`config.mk`:
```
export PLATFORM = sky130hd
export DESIGN_NAME = damper_control_supervisor
export DESIGN_NICKNAME = d
export VERILOG_FILES = /design/src/damper_control_supervisor.v
export VERILOG_INCLUDE_DIRS = /design/src
export SDC_FILE = /design/constraint.sdc
export NUM_CORES = 1
export LEC_CHECK = 0
export BUFFER_PORTS_ARGS = -buffer_cell sky130_fd_sc_hd__buf_2
export CORE_MARGIN = 4
export CORE_UTILIZATION = 58
export DETAILED_ROUTE_END_ITERATION = 10
export GPL_ROUTABILITY_DRIVEN = 0
export GPL_TIMING_DRIVEN = 0
export PLACE_DENSITY = 0.81
export RECOVER_POWER = 25
export SYNTH_ARGS = -nofsm -noshare
export SYNTH_HDL_FRONTEND = slang
export SYNTH_SLANG_ARGS = --single-unit
```
`constraint.sdc`:
```
create_clock -name ref_clk -period 3.4 [get_ports ref_clk]
set_input_delay 0.51 -clock ref_clk [delete_from_list [all_inputs] [get_ports ref_clk]]
set_output_delay 0.51 -clock ref_clk [all_outputs]
set_load 0.005 [all_outputs]
```
`src/damper_map.vh`:
```
/*
 damper supervisor constants: register offsets, field codes, reset values,
 timing. assumes a 100 MHz ref_clk and a byte-addressed register port.
*/
// Functional notes
// - opening output drops as soon as the internal opening command goes away
// - command goes to one selected output; none selected disables the function
// - analog output acts as logic output only while it has no analog use
// - feedback from one logic input or command bit; none means no supervision
// - polarity picks whether level 0 or 1 means open; default 0
// - motor starts only when feedback reaches its active open level
// - no open indication before opening delay ends locks damper stuck fault
// - opening delay 0.05 s to 300 s, default 60 s
// - still open when closing delay ends after stop locks damper open fault
// - closing delay 0.00 s to 300 s, default 60 s
// - zero closing delay checks open fault only at run, before output
// - feedback not matching polarity at assignment may fault at once
`ifndef DAMPER_MAP_VH
`define DAMPER_MAP_VH

`define DMP_OUT_SEL    6'h00
`define DMP_FB_SEL     6'h04
`define DMP_POLARITY   6'h08
`define DMP_OPEN_DLY   6'h0c
`define DMP_CLOSE_DLY  6'h10
`define DMP_STATUS     6'h14
`define DMP_IRQ_STAT   6'h18
`define DMP_IRQ_CLR    6'h1c
`define DMP_IRQ_EN     6'h20
`define DMP_FAULT_RST  6'h24
`define DMP_FB_CMD     6'h28

`define DMP_OUT_NONE   4'h0
`define DMP_OUT_LOGIC_FIRST  4'h1
`define DMP_OUT_LOGIC_FOURTH 4'h4
`define DMP_OUT_RELAY_SECOND 4'h5
`define DMP_OUT_RELAY_FOURTH 4'h7
`define DMP_OUT_ANA    4'h8
`define DMP_FB_NONE    4'h0
`define DMP_FB_CMDBIT  4'hf

`define DMP_POL_RST    1'b0
`define DMP_DLY_MIN_O  32'd5
`define DMP_DLY_MIN_C  32'd0
`define DMP_DLY_MAX    16'd30000
`define DMP_DLY_RST    16'h1770

`define DMP_CLK_NS     10
`define DMP_TICK_NS    10000000

`define DMP_EV_STUCK   0
`define DMP_EV_OPEN    1
`define DMP_EV_RUN     2
`define DMP_EV_CLOSED  3

`endif

```
`src/damper_control_supervisor.v`:
```
/*
 damper opening command and feedback supervisor with register port and
 interrupt. assumes run command and logic inputs are synchronous to ref_clk.
*/
// The placing of the registers and strobed register access were left to the implementer.
`timescale 1ns/1ps
`default_nettype none
`include "damper_map.vh"

module damper_control_supervisor #(
  parameter NUM_LI      = 6,
  parameter TICK_CYCLES = `DMP_TICK_NS / `DMP_CLK_NS,
  parameter TICK_W      = 24
) (
  // clock and reset
  input  wire              ref_clk,
  input  wire              srst,
  // register port
  input  wire [5:0]        regAddr,
  input  wire [31:0]       wrData,
  input  wire              wrStb,
  input  wire              rdStb,
  output reg  [31:0]       rdData,
  // drive side
  input  wire              runCmd,
  input  wire              analogAssigned,
  input  wire [NUM_LI-1:0] logicIn,
  // damper outputs
  output reg  [3:0]        logicOut,
  output reg  [2:0]        relayOut,
  output reg               analogAsLogicOut,
  // status
  output reg               motorEnable,
  output reg               damperStuckFault,
  output reg               damperOpenFault,
  output reg               irq
);

  localparam [2:0] S_IDLE  = 3'd0;
  localparam [2:0] S_OPEN  = 3'd1;
  localparam [2:0] S_RUN   = 3'd2;
  localparam [2:0] S_CLOSE = 3'd3;
  localparam [2:0] S_FAULT = 3'd4;

  localparam [31:0] TICK_LAST = TICK_CYCLES - 1;

  reg [3:0]        outSel_r;
  reg [3:0]        fbSel_r;
  reg              fbSup_r;
  reg              pol_r;
  reg              fbCmd_r;
  reg [15:0]       openDly_r;
  reg [15:0]       closeDly_r;
  reg [3:0]        irqStat_r;
  reg [3:0]        irqEn_r;
  reg [2:0]        state_r;
  reg [TICK_W-1:0] tickCnt_r;
  reg [15:0]       tmr_r;

  reg [2:0]        stateNxt;
  reg              setStuck;
  reg              setOpen;
  reg [3:0]        events;
  reg [3:0]        irqStatNxt;
  reg              cmdNxt;

  wire             enabled;
  wire             fbSup;
  wire             fbOpen;
  wire             faultRst;
  wire             tick;
  wire             reload;
  wire             openTimeout;
  wire             closeTimeout;

  function [15:0] clampDly;
    input [31:0] v;
    input [31:0] lo;
    begin
      if (v < lo) begin
        clampDly = lo[15:0];
      end else if (v > `DMP_DLY_MAX) begin
        clampDly = `DMP_DLY_MAX;
      end else begin
        clampDly = v[15:0];
      end
    end
  endfunction

  function fbLevel;
    input [3:0]        sel;
    input [NUM_LI-1:0] li;
    input              cmdBit;
    integer            i;
    begin
      fbLevel = 1'b0;
      if (sel == `DMP_FB_CMDBIT) begin
        fbLevel = cmdBit;
      end
      for (i = 0; i < NUM_LI; i = i + 1) begin
        if (sel == i + 1) begin
          fbLevel = li[i];
        end
      end
    end
  endfunction

  // analog destination only counts while the analog output is free
  assign enabled = (outSel_r >= `DMP_OUT_LOGIC_FIRST && outSel_r <= `DMP_OUT_RELAY_FOURTH) ||
                   (outSel_r == `DMP_OUT_ANA && !analogAssigned);

  assign fbSup = enabled && (fbSel_r != `DMP_FB_NONE);

  // polarity clear means level 0 reads as open
  assign fbOpen = pol_r ? fbLevel(fbSel_r, logicIn, fbCmd_r)
                        : ~fbLevel(fbSel_r, logicIn, fbCmd_r);

  assign faultRst = wrStb && regAddr == `DMP_FAULT_RST && wrData[0];

  assign tick = (tickCnt_r == TICK_LAST[TICK_W-1:0]);

  // timers restart whenever the sequence enters a supervised phase
  assign reload = (stateNxt == S_OPEN && state_r != S_OPEN) ||
                  (stateNxt == S_CLOSE && state_r != S_CLOSE);

  assign openTimeout  = (tmr_r >= openDly_r);
  assign closeTimeout = (tmr_r >= closeDly_r);

  always @* begin
    stateNxt = state_r;
    setStuck = 1'b0;
    setOpen  = 1'b0;
    events   = 4'h0;
    case (state_r)
      S_IDLE: begin
        if (fbSup && !fbSup_r && fbOpen) begin
          setOpen  = 1'b1;
          stateNxt = S_FAULT;
        end else if (runCmd && enabled) begin
          if (fbSup && closeDly_r == 16'h0000 && fbOpen) begin
            setOpen  = 1'b1;
            stateNxt = S_FAULT;
          end else begin
            stateNxt = S_OPEN;
          end
        end
      end
      S_OPEN: begin
        if (!runCmd) begin
          stateNxt = S_CLOSE;
        end else if (!fbSup || fbOpen) begin
          stateNxt = S_RUN;
          events[`DMP_EV_RUN] = 1'b1;
        end else if (openTimeout) begin
          setStuck = 1'b1;
          stateNxt = S_FAULT;
        end
      end
      S_RUN: begin
        if (!runCmd) begin
          stateNxt = S_CLOSE;
        end
      end
      S_CLOSE: begin
        if (runCmd) begin
          stateNxt = S_OPEN;
        end else if (!fbSup || !fbOpen || closeDly_r == 16'h0000) begin
          // zero delay defers the check to the next run
          stateNxt = S_IDLE;
          events[`DMP_EV_CLOSED] = 1'b1;
        end else if (closeTimeout) begin
          setOpen  = 1'b1;
          stateNxt = S_FAULT;
        end
      end
      S_FAULT: begin
        // run must be removed so the fault cannot restart the fan unseen
        if (faultRst && !runCmd) begin
          stateNxt = S_IDLE;
        end
      end
      default: begin
        stateNxt = S_IDLE;
      end
    endcase
    if (!enabled && stateNxt != S_FAULT) begin
      stateNxt = S_IDLE;
    end
    events[`DMP_EV_STUCK] = setStuck;
    events[`DMP_EV_OPEN]  = setOpen;
  end

  // opening command exists only while opening or running
  always @* begin
    cmdNxt = (stateNxt == S_OPEN) || (stateNxt == S_RUN);
  end

  // a new event wins over a clear in the same cycle
  always @* begin
    irqStatNxt = irqStat_r;
    if (wrStb && regAddr == `DMP_IRQ_CLR) begin
      irqStatNxt = irqStatNxt & ~wrData[3:0];
    end
    irqStatNxt = irqStatNxt | events;
  end

  always @(posedge ref_clk) begin
    if (srst) begin
      state_r   <= S_IDLE;
      tickCnt_r <= {TICK_W{1'b0}};
      tmr_r     <= 16'h0000;
      fbSup_r   <= 1'b0;
    end else begin
      state_r <= stateNxt;
      fbSup_r <= fbSup;
      if (reload || tick) begin
        tickCnt_r <= {TICK_W{1'b0}};
      end else begin
        tickCnt_r <= tickCnt_r + 1'b1;
      end
      if (reload) begin
        tmr_r <= 16'h0000;
      end else if (tick && tmr_r != 16'hffff) begin
        tmr_r <= tmr_r + 16'h0001;
      end
    end
  end

  // settings other than the destination and interrupt enable are locked while unassigned
  always @(posedge ref_clk) begin
    if (srst) begin
      outSel_r   <= `DMP_OUT_NONE;
      fbSel_r    <= `DMP_FB_NONE;
      pol_r      <= `DMP_POL_RST;
      fbCmd_r    <= 1'b0;
      openDly_r  <= `DMP_DLY_RST;
      closeDly_r <= `DMP_DLY_RST;
      irqEn_r    <= 4'h0;
    end else if (wrStb) begin
      case (regAddr)
        `DMP_OUT_SEL: begin
          outSel_r <= wrData[3:0];
        end
        `DMP_IRQ_EN: begin
          irqEn_r <= wrData[3:0];
        end
        `DMP_FB_SEL: begin
          if (enabled) begin
            fbSel_r <= wrData[3:0];
          end
        end
        `DMP_POLARITY: begin
          if (enabled) begin
            pol_r <= wrData[0];
          end
        end
        `DMP_OPEN_DLY: begin
          if (enabled) begin
            openDly_r <= clampDly(wrData, `DMP_DLY_MIN_O);
          end
        end
        `DMP_CLOSE_DLY: begin
          if (enabled) begin
            closeDly_r <= clampDly(wrData, `DMP_DLY_MIN_C);
          end
        end
        `DMP_FB_CMD: begin
          if (enabled) begin
            fbCmd_r <= wrData[0];
          end
        end
        default: begin
        end
      endcase
    end
  end

  always @(posedge ref_clk) begin
    if (srst) begin
      irqStat_r <= 4'h0;
      irq       <= 1'b0;
    end else begin
      irqStat_r <= irqStatNxt;
      irq       <= |(irqStatNxt & irqEn_r);
    end
  end

  always @(posedge ref_clk) begin
    if (srst) begin
      logicOut         <= 4'h0;
      relayOut         <= 3'h0;
      analogAsLogicOut <= 1'b0;
      motorEnable      <= 1'b0;
      damperStuckFault <= 1'b0;
      damperOpenFault  <= 1'b0;
    end else begin
      logicOut <= 4'h0;
      relayOut <= 3'h0;
      analogAsLogicOut <= 1'b0;
      if (cmdNxt) begin
        if (outSel_r <= `DMP_OUT_LOGIC_FOURTH) begin
          logicOut[outSel_r[1:0] - 2'd1] <= 1'b1;
        end else if (outSel_r <= `DMP_OUT_RELAY_FOURTH) begin
          relayOut[outSel_r[1:0] - 2'd1] <= 1'b1;
        end else begin
          analogAsLogicOut <= 1'b1;
        end
      end
      motorEnable <= (stateNxt == S_RUN);
      if (stateNxt == S_IDLE && state_r == S_FAULT) begin
        damperStuckFault <= 1'b0;
        damperOpenFault  <= 1'b0;
      end else begin
        damperStuckFault <= damperStuckFault | setStuck;
        damperOpenFault  <= damperOpenFault | setOpen;
      end
    end
  end

  always @(posedge ref_clk) begin
    if (srst) begin
      rdData <= 32'h00000000;
    end else begin
      rdData <= 32'h00000000;
      if (rdStb) begin
        case (regAddr)
          `DMP_OUT_SEL: begin
            rdData <= {28'h0000000, outSel_r};
          end
          `DMP_FB_SEL: begin
            rdData <= enabled ? {28'h0000000, fbSel_r} : 32'h00000000;
          end
          `DMP_POLARITY: begin
            rdData <= enabled ? {31'h0, pol_r} : 32'h00000000;
          end
          `DMP_OPEN_DLY: begin
            rdData <= enabled ? {16'h0000, openDly_r} : 32'h00000000;
          end
          `DMP_CLOSE_DLY: begin
            rdData <= enabled ? {16'h0000, closeDly_r} : 32'h00000000;
          end
          `DMP_FB_CMD: begin
            rdData <= enabled ? {31'h0, fbCmd_r} : 32'h00000000;
          end
          `DMP_STATUS: begin
            rdData <= {23'h0, state_r, enabled, fbSup && fbOpen,
                       damperOpenFault, damperStuckFault, motorEnable,
                       cmdNxt};
          end
          `DMP_IRQ_STAT: begin
            rdData <= {28'h0000000, irqStat_r};
          end
          `DMP_IRQ_EN: begin
            rdData <= {28'h0000000, irqEn_r};
          end
          default: begin
            rdData <= 32'h00000000;
          end
        endcase
      end
    end
  end

endmodule

`default_nettype wire

```
==> results.yml <==
grt:
  grt_antenna_before_repair: 0
  grt_use_total: 0.275
  grt_pass1_vias: 5896
  grt_max_degree: 17
  grt_first_pass_wirelength_um: 28100
  grt-ovfl-total: 0
logic_synthesis:
  yosysMostFrequentCell: "dfxtp_1"
  yosys_warnings: 0
  async_reset_ff_frac: 0
  synth_top_area_share: 0.381
  synth_edf_count: 0
  yosysTopAreaCell: "dfxtp_1"
  synth.avg_cell_area_sq_um: 8.32
  synth_flop_cell: "dfxtp_1"
  ys_seq_area_frac: 0.381
  syn_inst: 770
  synth_cell_types: 64
  synth_seq_cells: 122
  syn_area_sq_um: 6400
  synthTopCellsByArea: "dfxtp_1 (38%), ha_1 (6.6%), nor2_1 (5.9%), nand2_1 (3.9%), xnor2_1 (3.1%)"
  synth_common_cells: "dfxtp_1 (122), nor2_1 (101), nand2_1 (66), inv_1 (45), a21oi_1 (36)"
floorplan:
  dieHeight_um: 113
  die_area_sq_um: 12800
  fp.dieW_um: 113
  core_sq_um: 10800
  start_util: 0.591
  ioPinCount: 94
  core.rowCount: 38
clock_tree:
  cts_tree: "built"
  cts.clk_slew.worst_paths_ns: 0.06
  h-tree-depth: 4
  ctsRootBufferMaster: "clkbuf_8"
  cts_made_buffers: 17
  clock_latency_ns: 0.54
  holdBufCountCts: 0
  clock-sinks: 122
  cts_buffer_depth: 2
setup_path:
  cp.required_ns: 3.80
  crit_type: "reg -> reg"
  critPathTopFamily: "compound AO/OA/AOI/OAI gates"
  end_kind: "register"
  path_buf_inv: 2
  crit_chain: "inv_1 -> a221oi_1 -> mux2_1 -> or3_4 -> or3_4 -> o211a_4 -> o21bai_2 -> buf_4 -> nor3_1"
  critPathMaxStageDelay_ns: 0.47
  worst_path_most_repeated_cell: "or3_4"
  cp-start-kind: "register"
  cp_max_fo: 10
  crit_arrival_ns: 3.62
  crit_slowest_cell: "dfxtp_1"
layout:
  seqCellArea_sq_um: 2440
  syn2layout_area_growth_pct: 18.2
  fillers: 872
  multi_input_area_sq_um: 3600
  final_nets: 961
  layout-drive-gt1-share: 0.134
  n_antenna_cell: 0
drt:
  drc: 0
  routedWlPerCell_um: 16.9
  drt-total-wl_um: 17400
  postRouteAntennaNets: 0
  viasPerCell: 5.94
  drt_iter0_markers: 761
  vias: 6104
  dr.pass1.iters: 7
placement:
  portBuffers: 73
  place_ws_ns: 0.133
  dp_hpwl_um: 12800
sta:
  post-route-min-period_ns: 3.22
  final_max_slew_viol_count: 0
  final.setup.tns_ns: 0
  fmax_mhz: 311
  setup_viol: 0
  rsz0062_at_grt: "false"
  slew_headroom: 0.249
  hold_viol_final: 0
  fin_ws_ns: 0.181
  tightest_slew_ns: 1.12
  worst_clock_skew_ns: 0.00940
  post-route-period-util: 0.947
power_and_ir_drop:
  power_mw: 3.32
  p_per_area_nw_per_um2: 439
  ir_worst_vdd_v: 0.000425
  p_leak_nw: 3.02
outcome:
  outcome: "finished clean"
worst_hold_path:
  hold_class: "in -> reg"
flow_run:
  drv_cap: 0
[metal layers]
layer / GRT usage / vias up / share of wire / wire length (um)
met5: 0 / - / 0 / 0
met4: 0.135 / 0 / 0.037 / 640
met3: 0.0701 / 64 / 0.10 / 1740
met2: 0.429 / 338 / 0.45 / 7890
met1: 0.355 / 2795 / 0.41 / 7100
li1: - / 2907 / - / -
[what timing repair did]
action | 4_1_cts | 5_1_grt
endpoints found under the setup margin | 0 | 39
gates resized for setup | 0 | 4
hold endpoints to repair | 0 | 0
buffers inserted | 0 | 0
[registers in the layout, indices dropped and copies added (netlist names), 16 cells and up]
register,count
closeDly_r,16
openDly_r,16
rdData,16
tickCnt_r,24
tmr_r,16
[through the flow]
step	utilization	std cells	instance area [sq um]	hold slack (ns)
after floorplan	-	785	6460	0.444
after global placement	0.646	998	7000	0.466
after detailed placement	0.646	998	7000	0.483
after CTS	0.699	1027	7570	0.247
after global routing	0.699	1027	7570	0.260
final	0.699	1027	7570	0.264
[cell usage in the layout (no fill, tap or decap), types with 31 or more instances in the layout]
cell type	instances
nand3_1	34
ha_1	34
nor3_1	31
nand2_1	66
inv_1	45
nor2_1	101
a21oi_1	35
buf_2	59
clkbuf_1	45
dfxtp_1	122
[tightest hold or removal path: stages]
cell and delay, ns:
buf_2 0.13, nand3_1 0.07, nand2_1 0.04
[final timing paths]
path           startpoint       endpoint  slack (ns)  depth (start not counted)
max reg2reg    fbSel_r[0]   tickCnt_r[0]        0.18                          9
min             wrData[6]  closeDly_r[6]        0.26                          3
min reg2reg  irqStat_r[1]   irqStat_r[1]        0.50                          2
max            fbSel_r[0]   tickCnt_r[0]        0.18                          9
[cells by family (layout without fill, tap and decap cells)]
group | after synthesis | in the layout | share of synthesized area
compound gates | 131 | 131 | 0.147
fa+ha+maj | 34 | 34 | 0.0664
buf+inv | 96 | 198 | 0.0682
mux | 20 | 20 | 0.0316
xor+xnor | 39 | 39 | 0.0545
other cells | 1 | 16 | 0.000585
flops | 122 | 122 | 0.381
simple gates | 327 | 327 | 0.251
[area by class of cell]
cell class | count | share of cell area
well taps | 140 | 0.0231
plain buffers | 51 | 0.0354
multi-input cells | 567 | 0.476
inverters | 45 | 0.0223
flip-flops and latches | 122 | 0.323
clock inverters | 8 | 0.0160
repair buffers | 73 | 0.0458
clock buffers | 21 | 0.0593
[power breakdown]
group          internal (mW)  leakage, nW  switching, mW
clock network           1.14        0.279          0.617
registers               1.43        0.983        0.00345
logic                 0.0530         1.76         0.0793
(Power assumes the default switching activity.)
